===== config.mk =====
export PLATFORM = sky130hd
export DESIGN_NAME = atsr_regs
export DESIGN_NICKNAME = d
export VERILOG_FILES = /design/src/rtl/atsr_pkg.sv /design/src/rtl/atsr_regs.sv
export SDC_FILE = /design/constraint.sdc
export NUM_CORES = 1
export LEC_CHECK = 0
export ABC_CLOCK_PERIOD_IN_PS = 2450
export BUFFER_PORTS_ARGS = -buffer_cell sky130_fd_sc_hd__buf_2
export CORE_MARGIN = 5
export CORE_UTILIZATION = 50
export CTS_BUF_LIST = sky130_fd_sc_hd__clkbuf_4 sky130_fd_sc_hd__clkbuf_8
export CTS_CLUSTER_SIZE = 12
export DETAILED_ROUTE_END_ITERATION = 8
export PLACE_DENSITY = 0.71
export REMOVE_ABC_BUFFERS = 1
export SYNTH_ARGS = -nofsm -noshare
export SYNTH_HDL_FRONTEND = slang
export SYNTH_SLANG_ARGS = --single-unit

===== constraint.sdc =====
create_clock -name core_clk -period 2.45 [get_ports core_clk]
set_input_delay 0.49 -clock core_clk [delete_from_list [all_inputs] [get_ports core_clk]]
set_output_delay 0.49 -clock core_clk [all_outputs]
set_load 0.02 [all_outputs]

===== src/rtl/atsr_pkg.sv =====
// constants and types of the async timer status, interrupt and wake registers
// How it works
// - timer counts and raises events only while the enable bit is one
// - counter value register reads and writes the 32-bit count, resets to zero
// - while busy, writes to control, counter, clear and wake registers are dropped
// - while busy, counter and wake-enable registers read as zero
// - writing the clock control register sets clock-busy until the clock settles
// - clock-settled flag sets when clock-busy falls, cleared by status clear
// - ready flag sets when busy falls, cleared by status clear
// - periodic flags set on rising edge of their prescaler bit, sticky
// - match flags set when counter reaches its alarm value, sticky
// - wrap flag sets when the counter overflows, sticky until cleared
// - writing one to a status clear bit clears flag and its request
// - writing one to an irq enable set bit sets that mask bit
// - writing one to an irq enable clear bit clears that mask bit
// - irq enable state register reads back the mask
// - wake enable register gates which events drive the wake output
// - interrupt request stands while any flag is set with its mask bit
// - synchronised writes take several cycles, busy stays high meanwhile
package atsr_pkg;
   // ****************************************
   // register offsets
   // ****************************************
   localparam logic [7:0] OFS_CONTROL = 8'h00;
   localparam logic [7:0] OFS_COUNTER = 8'h04;
   localparam logic [7:0] OFS_STATUS = 8'h08;
   localparam logic [7:0] OFS_CLEAR = 8'h0c;
   localparam logic [7:0] OFS_IRQ_SET = 8'h10;
   localparam logic [7:0] OFS_IRQ_CLR = 8'h14;
   localparam logic [7:0] OFS_IRQ_STATE = 8'h18;
   localparam logic [7:0] OFS_WAKE = 8'h1c;
   localparam logic [7:0] OFS_CLOCK = 8'h40;
   // ****************************************
   // field positions and masks
   // ****************************************
   localparam int BIT_ENABLE = 0;
   localparam int BIT_CLK_ON = 0;
   localparam int BIT_WRAP = 0;
   localparam int BIT_MATCH0 = 8;
   localparam int BIT_MATCH1 = 9;
   localparam int BIT_PERIODIC_EVENT_0 = 16;
   localparam int BIT_PERIODIC_EVENT_1 = 17;
   localparam int BIT_BUSY = 24;
   localparam int BIT_READY = 25;
   localparam int BIT_PRESCALER_CLOCK_SWITCHING = 28;
   localparam int BIT_PRESCALER_CLOCK_SETTLED = 29;
   localparam logic [31:0] FLAG_MASK = 32'h2203_0301;
   localparam logic [31:0] WAKE_MASK = 32'h0003_0301;
   localparam logic [31:0] CONTROL_MASK = 32'h0000_0001;
   localparam logic [31:0] CLOCK_MASK = 32'h0000_0001;
   localparam logic [31:0] RESET_WORD = 32'h0000_0000;
   localparam logic [31:0] COUNT_MAX = 32'hffff_ffff;
   localparam logic [31:0] COUNT_ONE = 32'h0000_0001;
   // ****************************************
   // timing
   // ****************************************
   localparam int SYNC_CYCLES_DEFAULT = 4;
   localparam int CLK_SETTLE_DEFAULT = 8;
   typedef enum logic [1:0] {TGT_CONTROL, TGT_COUNTER, TGT_CLEAR, TGT_WAKE} atsr_target_t;
endpackage


===== src/rtl/atsr_regs.sv =====
// register file, status flags, interrupt and wake logic of the async timer
`timescale 1ns/1ns
module atsr_regs
   import atsr_pkg::*;
#(
   parameter int ADDR_W = 8,
   parameter int SYNC_CYCLES = SYNC_CYCLES_DEFAULT,
   parameter int CLK_SETTLE = CLK_SETTLE_DEFAULT
) (
   // clock, reset, freeze
   input wire logic core_clk,
   input wire logic rstn,
   input wire logic clkEn,
   // apb slave
   input wire logic psel,
   input wire logic penable,
   input wire logic pwrite,
   input wire logic [ADDR_W-1:0] paddr,
   input wire logic [31:0] pwdata,
   output logic [31:0] prdata,
   output logic pready,
   output logic pslverr,
   // timer events: prescaler tick and periodic bits from the prescaler domain
   input wire logic prescTick,
   input wire logic [1:0] periodicBit,
   // alarm comparators, same clock
   input wire logic [1:0] matchHit,
   // system side
   output logic [31:0] counterValue,
   output logic timerEnabled,
   output logic prescClockOn,
   output logic irqReq,
   output logic wakeReq
);
   localparam int SW = $clog2(SYNC_CYCLES + 1);
   localparam int CW = $clog2(CLK_SETTLE + 1);
   localparam logic [SW-1:0] SYNC_LOAD = SW'(SYNC_CYCLES);
   localparam logic [SW-1:0] SYNC_ONE = SW'(1);
   localparam logic [CW-1:0] CLK_LOAD = CW'(CLK_SETTLE);
   localparam logic [CW-1:0] CLK_ONE = CW'(1);

   initial begin
      if (ADDR_W < 8 || SYNC_CYCLES < 1 || CLK_SETTLE < 1) begin
         $error("atsr_regs: ADDR_W >= 8, SYNC_CYCLES >= 1, CLK_SETTLE >= 1 required");
      end
   end

   // ****************************************
   // input synchronisers
   // ****************************************
   logic [2:0] syncA_q;
   logic [2:0] syncB_q;
   logic [2:0] syncPrev_q;
   logic [1:0] matchPrev_q;

   always_ff @(posedge core_clk) begin
      if (!rstn) begin
         syncA_q <= 3'h0;
         syncB_q <= 3'h0;
         syncPrev_q <= 3'h0;
         matchPrev_q <= 2'h0;
      end else if (clkEn) begin
         syncA_q <= {periodicBit, prescTick};
         syncB_q <= syncA_q;
         syncPrev_q <= syncB_q;
         matchPrev_q <= matchHit;
      end
   end

   logic tickRise;
   logic [1:0] perRise;
   logic [1:0] matchRise;
   assign tickRise = syncB_q[0] & ~syncPrev_q[0];
   assign perRise = syncB_q[2:1] & ~syncPrev_q[2:1];
   assign matchRise = matchHit & ~matchPrev_q;

   // ****************************************
   // apb access decode
   // ****************************************
   logic [31:0] prdata_q;
   logic pready_q;
   logic pslverr_q;
   logic [7:0] ofs;
   logic accessNow;
   logic wrNow;
   logic mapped;
   assign ofs = paddr[7:0];
   assign accessNow = clkEn & psel & penable & pready_q;
   assign wrNow = accessNow & pwrite & ~pslverr_q;

   function automatic logic isMapped(input logic [ADDR_W-1:0] a);
      logic ok;
      ok = (a[7:0] == OFS_CONTROL) || (a[7:0] == OFS_COUNTER) || (a[7:0] == OFS_STATUS) ||
           (a[7:0] == OFS_CLEAR) || (a[7:0] == OFS_IRQ_SET) || (a[7:0] == OFS_IRQ_CLR) ||
           (a[7:0] == OFS_IRQ_STATE) || (a[7:0] == OFS_WAKE) || (a[7:0] == OFS_CLOCK);
      return ok && ((a >> 8) == '0);
   endfunction
   assign mapped = isMapped(paddr);

   // ****************************************
   // synchronised write path
   // ****************************************
   logic [SW-1:0] busyCnt_q;
   atsr_target_t pendTgt_q;
   logic [31:0] pendData_q;
   logic busy;
   logic applyNow;
   logic syncWrite;
   assign busy = busyCnt_q != '0;
   assign applyNow = clkEn & (busyCnt_q == SYNC_ONE);
   assign syncWrite = wrNow & ~busy &
                      ((ofs == OFS_CONTROL) || (ofs == OFS_COUNTER) ||
                       (ofs == OFS_CLEAR) || (ofs == OFS_WAKE));

   always_ff @(posedge core_clk) begin
      if (!rstn) begin
         busyCnt_q <= '0;
         pendTgt_q <= TGT_CONTROL;
         pendData_q <= RESET_WORD;
      end else if (clkEn) begin
         if (syncWrite) begin
            busyCnt_q <= SYNC_LOAD;
            pendData_q <= pwdata;
            unique case (ofs)
               OFS_COUNTER: pendTgt_q <= TGT_COUNTER;
               OFS_CLEAR: pendTgt_q <= TGT_CLEAR;
               OFS_WAKE: pendTgt_q <= TGT_WAKE;
               default: pendTgt_q <= TGT_CONTROL;
            endcase
         end else if (busy) begin
            busyCnt_q <= busyCnt_q - SYNC_ONE;
         end
      end
   end

   // ****************************************
   // control, wake enable, clock control
   // ****************************************
   logic [31:0] control_q;
   logic [31:0] wake_q;
   logic [31:0] clockCtl_q;
   logic [31:0] clockPend_q;
   logic [CW-1:0] clkBusyCnt_q;
   logic prescaler_clock_switching;
   logic enabled;
   assign prescaler_clock_switching = clkBusyCnt_q != '0;
   assign enabled = control_q[BIT_ENABLE];

   always_ff @(posedge core_clk) begin
      if (!rstn) begin
         control_q <= RESET_WORD;
         wake_q <= RESET_WORD;
      end else if (applyNow && pendTgt_q == TGT_CONTROL) begin
         control_q <= pendData_q & CONTROL_MASK;
      end else if (applyNow && pendTgt_q == TGT_WAKE) begin
         wake_q <= pendData_q & WAKE_MASK;
      end
   end

   always_ff @(posedge core_clk) begin
      if (!rstn) begin
         clkBusyCnt_q <= '0;
         clockCtl_q <= RESET_WORD;
         clockPend_q <= RESET_WORD;
      end else if (clkEn) begin
         if (wrNow && ofs == OFS_CLOCK && !prescaler_clock_switching) begin
            clkBusyCnt_q <= CLK_LOAD;
            clockPend_q <= pwdata & CLOCK_MASK;
         end else if (prescaler_clock_switching) begin
            clkBusyCnt_q <= clkBusyCnt_q - CLK_ONE;
            if (clkBusyCnt_q == CLK_ONE) begin
               clockCtl_q <= clockPend_q;
            end
         end
      end
   end

   // ****************************************
   // counter
   // ****************************************
   logic [31:0] count_q;
   logic wrapEvt;
   assign wrapEvt = clkEn & enabled & tickRise & (count_q == COUNT_MAX);

   always_ff @(posedge core_clk) begin
      if (!rstn) begin
         count_q <= RESET_WORD;
      end else if (applyNow && pendTgt_q == TGT_COUNTER) begin
         count_q <= pendData_q;
      end else if (clkEn && enabled && tickRise) begin
         count_q <= count_q + COUNT_ONE;
      end
   end

   // ****************************************
   // status flags and mask
   // ****************************************
   logic [31:0] flags_q;
   logic [31:0] mask_q;
   logic [31:0] setVec;
   logic [31:0] clrVec;
   logic busyPrev_q;
   logic clkBusyPrev_q;

   always_comb begin
      setVec = RESET_WORD;
      setVec[BIT_WRAP] = wrapEvt;
      setVec[BIT_MATCH0] = clkEn & enabled & matchRise[0];
      setVec[BIT_MATCH1] = clkEn & enabled & matchRise[1];
      setVec[BIT_PERIODIC_EVENT_0] = clkEn & enabled & perRise[0];
      setVec[BIT_PERIODIC_EVENT_1] = clkEn & enabled & perRise[1];
      setVec[BIT_READY] = clkEn & busyPrev_q & ~busy;
      setVec[BIT_PRESCALER_CLOCK_SETTLED] = clkEn & clkBusyPrev_q & ~prescaler_clock_switching;
      clrVec = (applyNow && pendTgt_q == TGT_CLEAR) ? (pendData_q & FLAG_MASK) : RESET_WORD;
   end

   always_ff @(posedge core_clk) begin
      if (!rstn) begin
         flags_q <= RESET_WORD;
         busyPrev_q <= 1'b0;
         clkBusyPrev_q <= 1'b0;
      end else if (clkEn) begin
         // a new event wins over a clear in the same cycle
         flags_q <= ((flags_q & ~clrVec) | setVec) & FLAG_MASK;
         busyPrev_q <= busy;
         clkBusyPrev_q <= prescaler_clock_switching;
      end
   end

   always_ff @(posedge core_clk) begin
      if (!rstn) begin
         mask_q <= RESET_WORD;
      end else if (wrNow && ofs == OFS_IRQ_SET) begin
         mask_q <= mask_q | (pwdata & FLAG_MASK);
      end else if (wrNow && ofs == OFS_IRQ_CLR) begin
         mask_q <= mask_q & ~pwdata;
      end
   end

   // ****************************************
   // read data and bus answer
   // ****************************************
   logic [31:0] statusWord;
   logic [31:0] readWord;
   always_comb begin
      statusWord = flags_q;
      statusWord[BIT_BUSY] = busy;
      statusWord[BIT_PRESCALER_CLOCK_SWITCHING] = prescaler_clock_switching;
      readWord = RESET_WORD;
      unique case (ofs)
         OFS_CONTROL: readWord = busy ? RESET_WORD : control_q;
         OFS_COUNTER: readWord = busy ? RESET_WORD : count_q;
         OFS_STATUS: readWord = statusWord;
         OFS_IRQ_STATE: readWord = mask_q;
         OFS_WAKE: readWord = busy ? RESET_WORD : wake_q;
         OFS_CLOCK: readWord = clockCtl_q;
         default: readWord = RESET_WORD;
      endcase
   end

   always_ff @(posedge core_clk) begin
      if (!rstn) begin
         prdata_q <= RESET_WORD;
         pready_q <= 1'b0;
         pslverr_q <= 1'b0;
      end else if (clkEn) begin
         if (psel && !penable) begin
            pready_q <= 1'b1;
            pslverr_q <= ~mapped;
            prdata_q <= (pwrite || !mapped) ? RESET_WORD : readWord;
         end else if (accessNow) begin
            pready_q <= 1'b0;
            pslverr_q <= 1'b0;
            prdata_q <= RESET_WORD;
         end
      end
   end

   // ****************************************
   // outputs
   // ****************************************
   logic irq_q;
   logic wake_out_q;
   logic [31:0] countOut_q;
   logic enOut_q;
   logic clkOnOut_q;
   always_ff @(posedge core_clk) begin
      if (!rstn) begin
         irq_q <= 1'b0;
         wake_out_q <= 1'b0;
         countOut_q <= RESET_WORD;
         enOut_q <= 1'b0;
         clkOnOut_q <= 1'b0;
      end else if (clkEn) begin
         irq_q <= |(flags_q & mask_q);
         // wake holds until software clears the flag
         wake_out_q <= |(flags_q & wake_q);
         countOut_q <= count_q;
         enOut_q <= enabled;
         clkOnOut_q <= clockCtl_q[BIT_CLK_ON];
      end
   end

   assign prdata = prdata_q;
   assign pready = pready_q;
   assign pslverr = pslverr_q;
   assign irqReq = irq_q;
   assign wakeReq = wake_out_q;
   assign counterValue = countOut_q;
   assign timerEnabled = enOut_q;
   assign prescClockOn = clkOnOut_q;

   // ****************************************
   // assertions
   // ****************************************
   // masked flags that keep a request pending
   logic [31:0] irqPend;
   assign irqPend = flags_q & mask_q;
endmodule // atsr_regs


==> run summary, run 1 <==
Total Wirelength - 22240 um
CTS sink cnt - 203
Leak Pwr - 0.003984 uW
clock transition at the registers of the reported paths - 0.06 ns
area grow syn2layout - 19.80%
relative slew slack - 0.6636
Final Util - 0.6089
CP cell instances - ha_1, nand2_1, or4_1, nor3_1, xnor2_1, a21oi_1
# rows - 47
area post-placement - 9380 sq um
Avg Cell Area, Syn - 8.795 sq um
PwrDens - 705.5 nW/um^2
Logic pwr share - 0.096
vias in the first global route - 6927
Slew Limit Fails - 0
CP Capture Type - flop
cell at the root of the clock tree - clkbuf_8
crit path time final - 2.136 ns
VDD IR max - 0.0005365 V
initial core utilization - 0.5083
type of the most critical hold path - in -> reg
Int Power - 5349 uW
Finished Cell Area - 10060 sq um
Synth Cell Area - 8399 sq um
final setup margin - 0.3139 ns
top layer in use - met4
post-detail-place hpwl - 15660 um
ys async rst share - 0
max cap viols - 0
Clock Latency Late Sink - 0.51 ns
final period utilization - 0.8719
CP max stage delay - 0.64 ns
Overall Power - 7099 uW
sw frac - 0.2466
WL met3 - 1353 um
gp weighted congestion - 0.8785
fraction of layout cells with a size suffix above 1 - 0.2226
largest net degree at the start of global routing - 49
hold violation total from the final report - 0
Main synth FF type - dfxtp_1
DRC viols - 0
nets@finish - 1149
vias after detailed routing - 7334
IO Pins - 121
Post-Synthesis Cells - 955
Worst EP arrival - 2.53 ns
Synth area leaders - dfxtp_1 (48%), nand2_1 (7.1%), mux2i_1 (6.4%)
die area - 19490 sq um
top post-synthesis cells by count - dfxtp_1 (203), nand2_1 (158), a21oi_1 (104)
final setup violation count - 0
global-route wire length before repair - 36320 um
Worst Tran Pin Value - 0.5027 ns
Core ar. - 16520 sq um
count leader, synth - dfxtp_1
CTS Buffer Depth - 3
EDFF count, synth - 0
Clock Skew - 0.01621 ns
Synth area leader - dfxtp_1
Seq/Total Area, Yosys - 0.4838
RSZ-0062 raised after global routing - no
total number of H-tree levels - 2
met2 wire length - 10330 um
DRT iter0 DRCs - 553
Slowest-stage cell, CP - or4_1
FF+latch count, synth - 203
antenna violations before repair - 0
Switching Power - 1751 uW
worst path required time - 2.84 ns
ANT cells - 0
CTS buffer count - 35
vias per inst - 5.498
Hold Buf Count CTS - 0
Synth cell types - 64
Metal-1 WL - 9937 um
Setup WS pre-CTS - 0.04106 ns
total grt overflow - 0
# Post-CTS Setup Buffers - 0
Syn. warnings - 0
Pre-antenna DRT Iters - 5
status - finished clean
CP Max Fanout - 7
Startpoint Class - flop
CTS tree - done
Setup CP Type - reg -> reg
port buffer count - 120
antenna-violating nets left - 0
Reg power frac - 0.483
clock power share - 0.420
WL/cell - 16.67 um
Die Span Y - 139.6 um
# resized after CTS - 0
achievable frequency - 468.1 MHz
setup TNS - 0 ns
area share of the leading cell type in the synthesized netlist - 0.4838
gr usage total - 0.2251
Die Width - 139.6 um
[critical path: cells and delay by family, from the launching register on]
| kind | cells | cell delay, ns |
|---|---|---|
| AND/OR/NAND/NOR | 3 | 1.09 |
| flip-flops | 1 | 0.46 |
| XOR/XNOR | 1 | 0.16 |
| adder cells (fa/ha/maj) | 1 | 0.23 |
| AO/OA/AOI/OAI | 1 | 0.08 |
[cells in the final DEF, fill, tap and decap left out, drive strengths merged, types with 5 or more instances in the layout]
master  synthesis  layout
a311oi         11      11
a211o           5       5
dfxtp         203     203
and4            5       5
nor2           85      85
mux2i          54      54
inv            11      11
a211oi          8       8
nor3b           8       8
xor2           13      13
a21oi         104     104
nor3           18      18
a32oi           6       6
clkbuf         39      56
buf            26     165
xnor2          17      17
nand2         158     158
a22oi          31      31
nor4            5       5
ha              6       6
nor2b           5       5
nand3          21      21
mux2            6       6
nand4           6       6
nand2b          5       5
o21ai          59      59
[flip-flops by register name, summed over array words and instances (netlist names), 2 cells and up, named ones only]
register	count
count_q	32
counterValue	32
pendData_q	32
prdata	32
mask_q	25
flags_q	7
wake_q	5
clkBusyCnt_q	4
busyCnt_q	3
syncA_q	3
syncB_q	3
syncPrev_q	3
matchPrev_q	2
pendTgt_q	2
[layout make-up]
cell class                 count  area, sq um
sequential                   203         4064
inverter                      12        46.29
timing repair buffer         165        991.0
clock buffer                  56        664.4
multi-input combinational    675         4004
clock inverter                 3        17.52
fill                        1536         6462
tap                          220        275.3
[power groups by stage]
stage | clock [uW] | combinational [uW] | sequential (uW)
floorplan | 0 | 395 | 3490
global placement | 0 | 672 | 3500
detailed placement | 0 | 682 | 3500
CTS | 3060 | 687 | 3430
global route | 3220 | 762 | 3440
finish | 2980 | 684 | 3430
[through the flow]
stage | hold slack, ns | instances
floorplan | 0.4117 | 890
global placement | 0.4177 | 1275
detailed placement | 0.4213 | 1275
CTS | 0.1403 | 1334
global route | 0.1443 | 1334
finish | 0.1666 | 1334
[kinds of logic (layout without fill, tap and decap cells)]
family          after synthesis  count (layout)  share of synthesized area
fa+ha+maj                     6               6                   0.008938
mux                          60              60                    0.07240
compound gates              238             238                     0.1694
xor+xnor                     30              30                    0.03128
buf+inv                      77             236                    0.04260
simple gates                341             341                     0.1916
flops                       203             203                     0.4838
[routing by layer]
layer	vias up	global-route usage
li1	3624	-
met3	41	0.04528
met2	222	0.3641
met1	3447	0.3012
met4	0	0.08006
met5	-	0
[worst paths after layout]
check	slack (ns)	startpoint	depth (start not counted)	endpoint
worst min register to register	0.43	mask_q[2]	2	mask_q[2]
worst max-delay path	0.31	count_q[0]	6	count_q[26]
worst max register to register	0.31	count_q[0]	6	count_q[26]
worst min-delay path	0.17	pwdata[26]	2	mask_q[26]
Power figures use the tool's default switching activity.
==> run 2: changes to the inputs <==
CELL_PAD_IN_SITES_DETAIL_PLACEMENT = 0   (was default)
CELL_PAD_IN_SITES_GLOBAL_PLACEMENT = 2   (was default)
CORE_UTILIZATION = 36   (was 50)
PLACE_DENSITY = default   (was 0.71)
PLACE_DENSITY_LB_ADDON = 0.1   (was default)
==> run 2 against run 1 <==
Via count shrank 3.0%. Non-clock buffer count shrank 2. Largest cell class unchanged. Utilization shrank 16 points. Global-route usage shrank 3.9 points.
==> run summary, run 2 (synthesis results as in run 1) <==
CP Max Fanout - 8 (+1)
Worst EP arrival - 2.57 ns (+0.04 ns)
reg2reg end - count_q[19]
initial core utilization - 0.3687 (-0.1395)
DRC viols - 0 (unchanged)
# rows - 55 (+17%)
post-detail-place hpwl - 17100 um (+9.2%)
fraction of layout cells with a size suffix above 1 - 0.2240 (+0.001393)
total number of H-tree levels - 2 (unchanged)
Pre-antenna DRT Iters - 5 (unchanged)
cell at the root of the clock tree - clkbuf_8
Slew Limit Fails - 0 (unchanged)
slack of the worst reg-to-reg path - 0.31 ns (about the same)
Startpoint Class - flop
gr usage total - 0.1866 (-0.03857)
final period utilization - 0.8753 (+0.003442)
RSZ-0062 raised after global routing - no
CTS sink cnt - 203 (unchanged)
total grt overflow - 0 (unchanged)
Hold Crit Endpoint - mask_q[11]
antenna violations before repair - 0 (unchanged)
max cap viols - 0 (unchanged)
Fillers - 2363 (+54%)
final non-filler cell total - 1429 (+7.1%)
Clock Latency Late Sink - 0.52 ns (about the same)
nets@finish - 1149 (unchanged)
HP Start - pwdata[11]
Worst Tran Pin Value - 0.5234 ns (+0.02070 ns)
Total Wirelength - 25250 um (+14%)
port buffer count - 120 (unchanged)
global-route wire length before repair - 39380 um (+8.4%)
worst path required time - 2.88 ns (+0.04 ns)
Hold Path Stages - 2 (unchanged)
DRT iter0 DRCs - 308 (-44%)
Setup CP Type - reg -> reg
Inst Count DP - 1366 (+7.1%)
antenna-violating nets left - 0 (unchanged)
type of the most critical hold path - in -> reg
Core ar. - 22780 sq um (+38%)
Leak Pwr - 0.004034 uW (+1.3%)
gp weighted congestion - 0.7850 (-11%)
achievable frequency - 466.3 MHz (-0.39%)
vias per inst - 4.979 (-9.4%)
Fin Hold WS - 0.1536 ns (-0.01294 ns)
# Post-CTS Setup Buffers - 0 (unchanged)
Clock Skew - 0.01170 ns (-0.004509 ns)
Setup WS pre-CTS - 0.1502 ns (+0.1091 ns)
R2R cell count - 4 (-2)
PwrDens - 720.1 nW/um^2 (+2.1%)
CTS buffer count - 37 (+5.7%)
area post-placement - 9533 sq um (+1.6%)
hold violation total from the final report - 0 (unchanged)
ANT cells - 0 (unchanged)
# resized after CTS - 0 (unchanged)
CTS tree - done
CP Capture Type - flop
area grow syn2layout - 22.52%
Die Width - 162.7 um (+17%)
reg-to-reg critical path startpoint - count_q[5]
IO Pins - 121 (unchanged)
status - finished clean
final setup violation count - 0 (unchanged)
relative slew slack - 0.6503 (-0.01328)
final setup margin - 0.3055 ns (-0.008432 ns)
vias after detailed routing - 7115 (-3.0%)
clock transition at the registers of the reported paths - 0.06 ns (about the same)
Finished Cell Area - 10290 sq um (+2.3%)
commonest cells after routing, fill and taps aside - dfxtp_1 (203), nand2_1 (158), buf_2 (119)
CTS Buffer Depth - 3 (unchanged)
most common cell after layout, fill and taps aside - dfxtp_1
vias in the first global route - 6893 (-0.49%)
crit path time final - 2.145 ns (+0.008432 ns)
largest net degree at the start of global routing - 68 (+39%)
Hold Buf Count CTS - 0 (unchanged)
die area - 26490 sq um (+36%)
Die Span Y - 162.7 um (+17%)
VDD IR max - 0.0003673 V (-32%)
WL/cell - 17.67 um (+6.0%)
[run 2: changes by cell type in the layout (fill, tap and decap cells not counted), sizes merged]
cell and delta:
inv +3, buf -2, clkbuf +2, clkinvlp -1
[run 2: area by class of cell]
type	count	area, sq um	share of cell area
flip-flops and latches	203	4064	0.3949
well taps	313	391.6	0.03805
inverters	12	47.55	0.004620
multi-input cells	675	4004	0.3891
repair buffers	163	1026	0.09970
clock buffers	58	723.2	0.07027
clock inverters	5	35.03	0.003404
[run 2: worst max-delay path: stages, from the launching register on]
cell and delay (ns):
dfxtp_1 0.43, nand4_2 0.24, or4_1 0.76, or3_1 0.37
a311oi_1 0.25
[run 2: metrics by stage]
stage | util | power (uW) | TNS (ns)
final | 0.4518 | 7411 | 0
after global placement | 0.4185 | 4213 | 0
after detailed placement | 0.4185 | 4208 | 0
after global routing | 0.4518 | 7773 | 0
after floorplan | - | 3883 | -67.36
after CTS | 0.4518 | 7536 | 0
[run 2: worst max-delay path by stage]
| stage | slack (ns) | startpoint | cells past startpoint | end |
|---|---|---|---|---|
| final | 0.31 | count_q[5] | 4 | count_q[19] |
| after global routing | 0.13 | busyCnt_q[0] | 8 | prdata[9] |
| after CTS | 0.29 | count_q[5] | 4 | count_q[19] |
| after detailed placement | 0.15 | paddr[5] | 7 | flop |
| after global placement | 0.20 | paddr[5] | 7 | pendTgt_q[1] |
| after floorplan | -1.42 | paddr[5] | 5 | prdata[9] |
[run 2: where the power goes]
part	internal, uW	switching (uW)	total [uW]
logic	277	429	706
registers	3370	62.2	3430
clock network	1880	1400	3270
total	5520	1890	7410
[run 2: metal layers]
layer,vias to the layer above,routed length [um],track usage
met3,27,1270,0.03392
li1,3634,-,-
met4,0,344,0.04651
met2,150,11250,0.2887
met5,-,0,0
met1,3304,12390,0.2694
